## config.mk

```make
export PLATFORM = sky130hd
export DESIGN_NAME = cpu_pc_stack_alu_status
export DESIGN_NICKNAME = d
export VERILOG_FILES = /design/src/core_pkg.sv /design/src/cpu_pc_stack_alu_status.sv
export VERILOG_INCLUDE_DIRS = /design/src
export SDC_FILE = /design/constraint.sdc
export NUM_CORES = 1
export LEC_CHECK = 0
export ABC_CLOCK_PERIOD_IN_PS = 4200
export BUFFER_PORTS_ARGS = -buffer_cell sky130_fd_sc_hd__buf_4
export CORE_ASPECT_RATIO = 0.9
export CORE_MARGIN = 1.5
export CORE_UTILIZATION = 33
export DETAILED_ROUTE_END_ITERATION = 16
export GPL_ROUTABILITY_DRIVEN = 0
export PLACE_DENSITY_LB_ADDON = 0.25
export SYNTH_ARGS = -nofsm -noshare
export SYNTH_HDL_FRONTEND = slang
export SYNTH_SLANG_ARGS = --single-unit
```

## constraint.sdc

```tcl
create_clock -name clock -period 4.2 [get_ports clock]
set_input_delay 0.42 -clock clock [delete_from_list [all_inputs] [get_ports clock]]
set_output_delay 0.42 -clock clock [all_outputs]
set_load 0.02 [all_outputs]
```

## src/core_defs.svh

```systemverilog
`ifndef CORE_DEFS_SVH
`define CORE_DEFS_SVH

// ****************************************
// Program counter and stack
// ****************************************
`define PC_WIDTH        11
`define RESET_VECTOR    11'h000
`define IRQ_VECTOR      11'h001
`define PAGE_SIZE       256
`define PAGE_COUNT      8
`define STACK_DEPTH     6
`define STACK_DEPTH_W   3'h6
`define STACK_LAST_IDX  3'h5

// ****************************************
// Status register layout
// ****************************************
`define STATUS_REG_INDEX 8'h03
`define STATUS_BYTE_ADDR (`STATUS_REG_INDEX << 2)
`define STATUS_RESET     8'h00
`define STATUS_WR_MASK   8'he7
`define STATUS_FLAG_MASK 8'h07
`define BIT_CARRY        0
`define BIT_NIBBLE_CARRY 1
`define BIT_ZERO         2
`define BIT_SLEEP_CAUSE  3
`define BIT_TIMEOUT_CAUSE 4
`define BIT_RAM_BANK     5

// ****************************************
// Bus answers
// ****************************************
`define RESP_OKAY       2'h0
`define RESP_SLVERR     2'h2

`endif

```

## src/core_pkg.sv

```systemverilog
package core_pkg;

  typedef enum logic [19:0] {
    OP_NOP   = 20'h00001,
    OP_ADD   = 20'h00002,
    OP_SUB   = 20'h00004,
    OP_AND   = 20'h00008,
    OP_IOR   = 20'h00010,
    OP_XOR   = 20'h00020,
    OP_RLF   = 20'h00040,
    OP_RRF   = 20'h00080,
    OP_INC   = 20'h00100,
    OP_DEC   = 20'h00200,
    OP_COM   = 20'h00400,
    OP_MOV   = 20'h00800,
    OP_STORE = 20'h01000,
    OP_BCLR  = 20'h02000,
    OP_BSET  = 20'h04000,
    OP_CALL  = 20'h08000,
    OP_GOTO  = 20'h10000,
    OP_RETURN     = 20'h20000,
    OP_RETURN_IRQ = 20'h40000,
    OP_RETURN_LIT = 20'h80000
  } op_e;

  // One decoded instruction handed to the datapath
  typedef struct packed {
    op_e         op;
    logic [10:0] target;
    logic [7:0]  literal;
    logic [7:0]  file_data;
    logic        use_literal;
    logic        dest_file;
    logic        file_is_status;
    logic        file_is_pcl;
    logic [2:0]  bit_index;
  } cmd_s;

  typedef struct packed {
    logic [7:0] res;
    logic       c;
    logic       nib;
    logic       z;
    logic       fc;
    logic       fdc;
    logic       fz;
  } alu_s;

endpackage

```

## src/cpu_pc_stack_alu_status.sv

```systemverilog
// Overview of operation
// - Program counter eleven bits, 2K words
// - Counter advances by one per instruction
// - Reset loads 000h, interrupt loads 001h
// - Call and jump take eleven-bit target
// - Returns restore counter from stack top, pop
// - Low-byte writes keep upper three bits
// - Upper three bits form page of 256
// - Stack holds six eleven-bit entries
// - Call and interrupt push return address
// - Eight-bit ALU: add, sub, shift, logic
// - Two operands: working register plus file/literal
// - Single operand: file or literal, result to working register or file
// - Subtract carries hold inverted borrows
// - Status writable like a data register, except read-only cause bits three and four
// - Flag-affecting writes to status drop flags
// - Status bit five selects RAM bank
// - Nibble carry: add carry, subtract no-borrow
// - Interrupt injects call 001h, blocks nesting
// - Bank bit at address 03h bit five
`include "core_defs.svh"
`timescale 1ns/1ns
`default_nettype none

module cpu_pc_stack_alu_status
  import core_pkg::*;
(
  // Clock and reset
  input  wire logic        clock,
  input  wire logic        arst_n,
  // Register bus
  input  wire logic        awvalid,
  output logic             awready,
  input  wire logic [7:0]  awaddr,
  input  wire logic        wvalid,
  output logic             wready,
  input  wire logic [31:0] wdata,
  input  wire logic [3:0]  wstrb,
  output logic             bvalid,
  input  wire logic        bready,
  output logic [1:0]       bresp,
  input  wire logic        arvalid,
  output logic             arready,
  input  wire logic [7:0]  araddr,
  output logic             rvalid,
  input  wire logic        rready,
  output logic [31:0]      rdata,
  output logic [1:0]       rresp,
  // Instruction stream
  input  wire logic        exec_valid,
  input  wire cmd_s        exec_cmd,
  input  wire logic        irq_request,
  // Reset-cause events
  input  wire logic        timeout_event,
  input  wire logic        sleep_event,
  input  wire logic        cause_clear_event,
  // Program ROM and data memory side
  output logic [10:0]      rom_addr,
  output logic [7:0]       w_value,
  output logic             file_write,
  output logic [7:0]       file_write_data,
  output logic             ram_bank_select,
  output logic             irq_taken,
  output logic             irq_blocked,
  output logic [2:0]       stack_depth
);

  // ****************************************
  // Helpers
  // ****************************************
  function automatic logic [2:0] wrap_inc(input logic [2:0] i);
    wrap_inc = (i == `STACK_LAST_IDX) ? 3'h0 : i + 3'h1;
  endfunction

  function automatic logic [2:0] wrap_dec(input logic [2:0] i);
    wrap_dec = (i == 3'h0) ? `STACK_LAST_IDX : i - 3'h1;
  endfunction

  function automatic alu_s alu(input op_e op, input logic [7:0] a,
                               input logic [7:0] w, input logic cin);
    alu_s r;
    logic [8:0] s;
    r = '0;
    s = 9'h000;
    case (op)
      OP_ADD: begin
        s = {1'b0, a} + {1'b0, w};
        r.res = s[7:0];
        r.c = s[8];
        r.nib = ({1'b0, a[3:0]} + {1'b0, w[3:0]}) > 5'h0f;
        {r.fc, r.fdc} = 2'b11;
      end
      OP_SUB: begin
        r.res = a - w;
        r.c = (a >= w);
        r.nib = (a[3:0] >= w[3:0]);
        {r.fc, r.fdc} = 2'b11;
      end
      OP_AND: r.res = a & w;
      OP_IOR: r.res = a | w;
      OP_XOR: r.res = a ^ w;
      // Shifts go through carry and leave zero alone
      OP_RLF: begin
        {r.c, r.res} = {a, cin};
        r.fc = 1'b1;
      end
      OP_RRF: begin
        {r.res, r.c} = {cin, a};
        r.fc = 1'b1;
      end
      OP_INC: r.res = a + 8'h01;
      OP_DEC: r.res = a - 8'h01;
      OP_COM: r.res = ~a;
      OP_MOV: r.res = a;
      default: r.res = a;
    endcase
    r.fz = |(op & (OP_ADD | OP_SUB | OP_AND | OP_IOR | OP_XOR |
                   OP_INC | OP_DEC | OP_COM | OP_MOV));
    r.z = (r.res == 8'h00);
    alu = r;
  endfunction

  // ****************************************
  // Core state
  // ****************************************
  logic [10:0] pc_reg, pc_next;
  logic [10:0] stack_reg [`STACK_DEPTH];
  logic [10:0] stack_next [`STACK_DEPTH];
  logic [2:0]  top_reg, top_next;
  logic [2:0]  depth_reg, depth_next;
  logic [7:0]  w_reg, w_next;
  logic [7:0]  status_reg, status_next;
  logic        iflag_reg, iflag_next;
  logic        irq_return_seen_reg, irq_return_seen_next;
  logic        fwr_reg, fwr_next;
  logic [7:0]  fdata_reg, fdata_next;
  logic        taken_reg, taken_next;
  logic        bus_status_wr;
  logic [7:0]  operand;
  logic [7:0]  written;
  logic        accept;
  logic        is_return;
  logic        push;
  logic [10:0] push_addr;
  alu_s        a_out;

  // Second operand is file or literal
  assign operand = exec_cmd.use_literal ? exec_cmd.literal
                                        : exec_cmd.file_data;
  assign a_out = alu(exec_cmd.op, operand, w_reg,
                     status_reg[`BIT_CARRY]);
  assign is_return = |(exec_cmd.op & (OP_RETURN | OP_RETURN_IRQ |
                                      OP_RETURN_LIT));
  // Accept at instruction end unless blocked
  // A call defers acceptance to keep one push per cycle
  assign accept = exec_valid & irq_request & ~iflag_reg &
                  (exec_cmd.op != OP_CALL);

  always_comb begin
    written = a_out.res;
    case (exec_cmd.op)
      OP_STORE: written = w_reg;
      OP_BCLR:  written = operand & ~(8'h01 << exec_cmd.bit_index);
      OP_BSET:  written = operand | (8'h01 << exec_cmd.bit_index);
      default:  written = a_out.res;
    endcase
  end

  always_comb begin
    pc_next = pc_reg;
    stack_next = stack_reg;
    top_next = top_reg;
    depth_next = depth_reg;
    w_next = w_reg;
    status_next = status_reg;
    iflag_next = iflag_reg;
    irq_return_seen_next = irq_return_seen_reg;
    fwr_next = 1'b0;
    fdata_next = fdata_reg;
    taken_next = 1'b0;
    push = 1'b0;
    push_addr = pc_reg + 11'h001;
    if (bus_status_wr) begin
      status_next = (status_next & ~`STATUS_WR_MASK) |
                    (wbyte_reg & `STATUS_WR_MASK);
    end
    if (exec_valid) begin
      pc_next = pc_reg + 11'h001;
      if (irq_return_seen_reg) begin
        iflag_next = 1'b0;
        irq_return_seen_next = 1'b0;
      end
      case (exec_cmd.op)
        OP_GOTO: pc_next = exec_cmd.target;
        OP_CALL: begin
          push = 1'b1;
          pc_next = exec_cmd.target;
        end
        OP_RETURN, OP_RETURN_IRQ, OP_RETURN_LIT: begin
          pc_next = stack_reg[wrap_dec(top_reg)];
          top_next = wrap_dec(top_reg);
          depth_next = (depth_reg == 3'h0) ? 3'h0 : depth_reg - 3'h1;
          if (exec_cmd.op == OP_RETURN_LIT)
            w_next = exec_cmd.literal;
          if (exec_cmd.op == OP_RETURN_IRQ)
            irq_return_seen_next = 1'b1;
        end
        OP_NOP: ;
        default: begin
          if (!exec_cmd.dest_file) begin
            w_next = written;
          end else begin
            fwr_next = 1'b1;
            fdata_next = written;
            if (exec_cmd.file_is_pcl)
              pc_next = {pc_reg[10:8], written};
            if (exec_cmd.file_is_status) begin
              if (a_out.fc | a_out.fdc | a_out.fz)
                status_next = (status_next & ~`STATUS_WR_MASK) |
                  (written & `STATUS_WR_MASK & ~`STATUS_FLAG_MASK) |
                  (status_next & `STATUS_FLAG_MASK);
              else
                status_next = (status_next & ~`STATUS_WR_MASK) |
                              (written & `STATUS_WR_MASK);
            end
          end
          if (a_out.fc)
            status_next[`BIT_CARRY] = a_out.c;
          if (a_out.fdc)
            status_next[`BIT_NIBBLE_CARRY] = a_out.nib;
          if (a_out.fz)
            status_next[`BIT_ZERO] = a_out.z;
        end
      endcase
      if (accept) begin
        push = 1'b1;
        push_addr = pc_next;
        pc_next = `IRQ_VECTOR;
        iflag_next = 1'b1;
        taken_next = 1'b1;
      end
      // Six entries, oldest overwritten when full
      if (push) begin
        // Builds on any pop of this cycle, so return plus irq nets zero
        stack_next[top_next] = push_addr;
        top_next = wrap_inc(top_next);
        if (depth_next != `STACK_DEPTH_W)
          depth_next = depth_next + 3'h1;
      end
    end
    // Cause events, set wins over clear
    if (cause_clear_event) begin
      status_next[`BIT_TIMEOUT_CAUSE] = 1'b0;
      status_next[`BIT_SLEEP_CAUSE] = 1'b0;
    end
    if (timeout_event)
      status_next[`BIT_TIMEOUT_CAUSE] = 1'b1;
    if (sleep_event)
      status_next[`BIT_SLEEP_CAUSE] = 1'b1;
  end

  always_ff @(posedge clock or negedge arst_n) begin
    if (!arst_n) begin
      pc_reg <= `RESET_VECTOR;
      for (int i = 0; i < `STACK_DEPTH; i++)
        stack_reg[i] <= 11'h000;
      top_reg <= 3'h0;
      depth_reg <= 3'h0;
      w_reg <= 8'h00;
      status_reg <= `STATUS_RESET;
      iflag_reg <= 1'b0;
      irq_return_seen_reg <= 1'b0;
      fwr_reg <= 1'b0;
      fdata_reg <= 8'h00;
      taken_reg <= 1'b0;
    end else begin
      pc_reg <= pc_next;
      stack_reg <= stack_next;
      top_reg <= top_next;
      depth_reg <= depth_next;
      w_reg <= w_next;
      status_reg <= status_next;
      iflag_reg <= iflag_next;
      irq_return_seen_reg <= irq_return_seen_next;
      fwr_reg <= fwr_next;
      fdata_reg <= fdata_next;
      taken_reg <= taken_next;
    end
  end

  assign rom_addr = pc_reg;
  assign w_value = w_reg;
  assign file_write = fwr_reg;
  assign file_write_data = fdata_reg;
  assign ram_bank_select = status_reg[`BIT_RAM_BANK];
  assign irq_taken = taken_reg;
  assign irq_blocked = iflag_reg;
  assign stack_depth = depth_reg;

  // ****************************************
  // Register bus slave
  // ****************************************
  logic       aw_got_reg, aw_got_next;
  logic       w_got_reg, w_got_next;
  logic [7:0] waddr_reg, waddr_next;
  logic [7:0] wbyte_reg, wbyte_next;
  logic       wlane_reg, wlane_next;
  logic       bvalid_reg, bvalid_next;
  logic [1:0] bresp_reg, bresp_next;
  logic       rvalid_reg, rvalid_next;
  logic [31:0] rdata_reg, rdata_next;
  logic [1:0] rresp_reg, rresp_next;
  logic       wr_fire;

  assign awready = ~aw_got_reg & ~bvalid_reg;
  assign wready = ~w_got_reg & ~bvalid_reg;
  assign arready = ~rvalid_reg;
  assign wr_fire = aw_got_reg & w_got_reg & ~bvalid_reg;
  assign bus_status_wr = wr_fire & wlane_reg &
                         (waddr_reg == `STATUS_BYTE_ADDR);

  always_comb begin
    aw_got_next = aw_got_reg;
    w_got_next = w_got_reg;
    waddr_next = waddr_reg;
    wbyte_next = wbyte_reg;
    wlane_next = wlane_reg;
    bvalid_next = bvalid_reg;
    bresp_next = bresp_reg;
    rvalid_next = rvalid_reg;
    rdata_next = rdata_reg;
    rresp_next = rresp_reg;
    if (awvalid && awready) begin
      aw_got_next = 1'b1;
      waddr_next = awaddr;
    end
    if (wvalid && wready) begin
      w_got_next = 1'b1;
      wbyte_next = wdata[7:0];
      wlane_next = wstrb[0];
    end
    if (wr_fire) begin
      aw_got_next = 1'b0;
      w_got_next = 1'b0;
      bvalid_next = 1'b1;
      bresp_next = (waddr_reg == `STATUS_BYTE_ADDR) ? `RESP_OKAY
                                                    : `RESP_SLVERR;
    end else if (bvalid_reg && bready) begin
      bvalid_next = 1'b0;
    end
    if (arvalid && arready) begin
      rvalid_next = 1'b1;
      if (araddr == `STATUS_BYTE_ADDR) begin
        rdata_next = {24'h000000, status_reg};
        rresp_next = `RESP_OKAY;
      end else begin
        rdata_next = 32'h00000000;
        rresp_next = `RESP_SLVERR;
      end
    end else if (rvalid_reg && rready) begin
      rvalid_next = 1'b0;
    end
  end

  always_ff @(posedge clock or negedge arst_n) begin
    if (!arst_n) begin
      aw_got_reg <= 1'b0;
      w_got_reg <= 1'b0;
      waddr_reg <= 8'h00;
      wbyte_reg <= 8'h00;
      wlane_reg <= 1'b0;
      bvalid_reg <= 1'b0;
      bresp_reg <= `RESP_OKAY;
      rvalid_reg <= 1'b0;
      rdata_reg <= 32'h00000000;
      rresp_reg <= `RESP_OKAY;
    end else begin
      aw_got_reg <= aw_got_next;
      w_got_reg <= w_got_next;
      waddr_reg <= waddr_next;
      wbyte_reg <= wbyte_next;
      wlane_reg <= wlane_next;
      bvalid_reg <= bvalid_next;
      bresp_reg <= bresp_next;
      rvalid_reg <= rvalid_next;
      rdata_reg <= rdata_next;
      rresp_reg <= rresp_next;
    end
  end

  assign bvalid = bvalid_reg;
  assign bresp = bresp_reg;
  assign rvalid = rvalid_reg;
  assign rdata = rdata_reg;
  assign rresp = rresp_reg;
endmodule // cpu_pc_stack_alu_status

`default_nettype wire

```

==> metrics.txt <==
DR WL/cell=19.9 um; Setup crit end kind=flip-flop; PortBufs=around 140; final worst clock skew=about 0.0086 ns; Root Driver=clkbuf_16; DP Wirelength=26,400 um; Area contributors post-synth=dfrtp_1 (35%), mux2_2 (8.4%), ha_1 (4.3%); htree depth=4; Max-cap violations=0; area growth from synthesis to layout=24.8%; sequential-to-total area share from yosys stat=34.6%; crit start category=input pin; # setup viols final=0; Worst Path Arrival=4.18 ns; layout cell share with drive strength beyond 1=slightly below 30%; Synth area leader=dfrtp_1; pin count of the biggest net entering global routing=73; Internal=0.00345 W; Post-Synthesis Cell Area=10,100 um^2; Final Critical Period=3.87 ns; Hold Slack=0.00176 ns; Worst EP required=around 4.5 ns; Core Util, Final=42.1%; initial antenna violation count=0; PD cells=436 nW/um^2; DIE AREA=about 32,000 um^2; RSZ-0062 raised after global routing=false; clock sink total=140; initial core utilization=between 30 and 40%; Main synth FF type=dfrtp_1; #FFs+latches synth=140; fin nets=1,447; total power draw=0.00552 W; final hold viol count=0; Yosys top cell area share=34.6%; clk_lat worst skew=0.43 ns; HP Class=in2async; clock tree from TritonCTS=done; part of the cycle the worst path needs=92.1%; synth cell count leaders=dfrtp_1 (140), nor2_1 (95), nand2_1 (88); Clk pin slew, worst setup/hold paths=around 0.060 ns; Die W=188 um; Rows=60; Slew Limit Fails=0; Synthesis Warnings=0; beginning of the critical path=exec_cmd[47]; Yosys cell types=90; total number of vias=9,485; Overall Global Routing Usage=21.5%; clock buffer depth=2; TNS Setup=0 ns; reg2reg setup slack=between 0.6 and 0.7 ns; core area=30,000 um^2; Sw Share=37.5%; Starting DRT DRC Count=1,053; IO Count=193; Async SR Flop Fraction=between 90% and 100%; part of the power in combinational logic=36.2%; global-route wire length before repair=53,000 um; Crit Path Category=in2reg; Pleak=between 5 and 6 nW; relative slew slack=30.0%; n_diodes=0; residual DRC count=0; f_max=0.258 GHz; Reg area=about 3500 um^2; total gr overflow=0; Mean Syn Cell Area=9.22 um^2; Routed Antenna Nets=0; Filler cells=2,981; top-count cell post-synth=dfrtp_1; total CTS buffers=17; final wirelength=~34,000 um; Multi-input gate area=6120 um^2; part of the power in the clock network=29.9%; Mapped Cells=1,100; vias in the first global route=8,967; NetSw=just over 0.002 W; register share of total power=between 30% and 40%; status=finished clean; first drt pass iteration count=7; Post-CTS Setup Bufs=0; Largest register FFs=66; worst r2r src=top_reg[0]$_DFFE_PN0P_; Die Height=around 170 um; maximum VDD drop=277 uV; Post-synth EDFFs=0; Worst Path Max Fanout=6; vias per cell=5.56; worst slew pin tran=1.04 ns
layout by cell type (no fill, tap or decap), types with 8 or more instances in the layout:
cell type	instances
mux2_2	76
a211oi_1	8
or3_1	9
nor4_1	9
o211ai_1	8
nand3_1	27
o31ai_1	12
ha_1	35
a31oi_1	18
a22o_1	13
nor4b_1	11
nor2_1	95
buf_4	224
o21ai_0	57
dfrtp_1	140
nand2b_1	10
a221o_1	8
clkbuf_16	17
nand4_1	9
mux4_2	11
inv_1	48
nor3_1	39
conb_1	26
a21oi_1	58
o21ai_1	15
xnor2_1	16
mux2i_1	28
a21o_1	11
a221oi_1	9
o21bai_1	9
nand4b_1	8
nand2_1	88
critical path, cell delays in order:
cell and delay, ns:
buf_4 0.12, nor4_4 0.25, buf_4 0.21, nand4_1 0.14, or3_1 0.36, nor2_1 0.13, buf_4 0.16, inv_1 0.06
fa_1 0.43, nand2b_1 0.15, a21oi_1 0.16, a21oi_1 0.08, a221o_1 0.33, a2111oi_4 0.32, o31ai_2 0.15, a221oi_2 0.28
o21ai_2 0.13, mux2_2 0.28
timing repair:
action	4_1_cts	5_1_grt
gates resized for setup	0	1
hold buffers	0	0
setup endpoints to repair	0	1
final timing paths:
path | to | cells past startpoint
min | stack_reg[53]$_DFFE_PN0P_ | 1
max in group asynchronous | w_value[5]$_DFFE_PN0P_ | 2
max reg2reg | stack_reg[13]$_DFFE_PN0P_ | 9
min reg2reg | rdata[2]$_DFFE_PN0P_ | 1
max | stack_reg[4]$_DFFE_PN0P_ | 18
min in group clock | status_reg[3]$_DFF_PN0_ | 2
area by class of cell:
class / instances / area share, %
clock inverters: 15 / 1.74
well taps: 403 / 3.98
multi-input cells: 858 / 48.4
repair buffers: 225 / 13.4
inverters: 49 / 1.45
flip-flops and latches: 140 / 27.7
clock buffers: 17 / 3.36
cells by family (layout without fill, tap and decap cells):
family	after synthesis	after routing	share of synthesized area, %
and+or+nand+nor	370	370	19.5
AOI/OAI and AO/OA	289	289	19.7
DFF	140	140	34.6
buffers and inverters	127	306	5.98
muxes	115	115	13.6
adders and majority gates	38	38	4.91
xor gates and xnor gates	20	20	1.73
other	1	26	0.0370
per-stage QoR:
| stage | instance area [um^2] | setup slack [ns] | std cells |
|---|---|---|---|
| floorplan | 10200 | 0.00222 | 1125 |
| global placement | 12000 | -0.0576 | 1675 |
| detailed placement | 12000 | -0.0489 | 1675 |
| CTS | 12700 | 0.380 | 1707 |
| global route | 12700 | 0.0855 | 1707 |
| finish | 12700 | 0.331 | 1707 |
power groups by stage:
stage	Clock (W)	Combinational [W]	Sequential (W)
2_1_floorplan	0	0.00126	0.00189
3_3_place_gp	0	0.00195	0.00188
3_5_place_dp	0	0.00197	0.00190
4_1_cts	0.00168	0.00198	0.00187
5_1_grt	0.00174	0.00217	0.00191
6_report	0.00165	0.00199	0.00187
metal layers:
metal | up-vias | part of all wire [%] | global-route usage, %
li1 | 4434 | - | -
met1 | 4601 | 48 | 31.6
met2 | 403 | 42 | 30.8
met3 | 47 | 7.7 | 5.54
met4 | 0 | 2.3 | 6.33
met5 | - | 0 | 0
No activity file was read; power rests on OpenSTA's default activity.
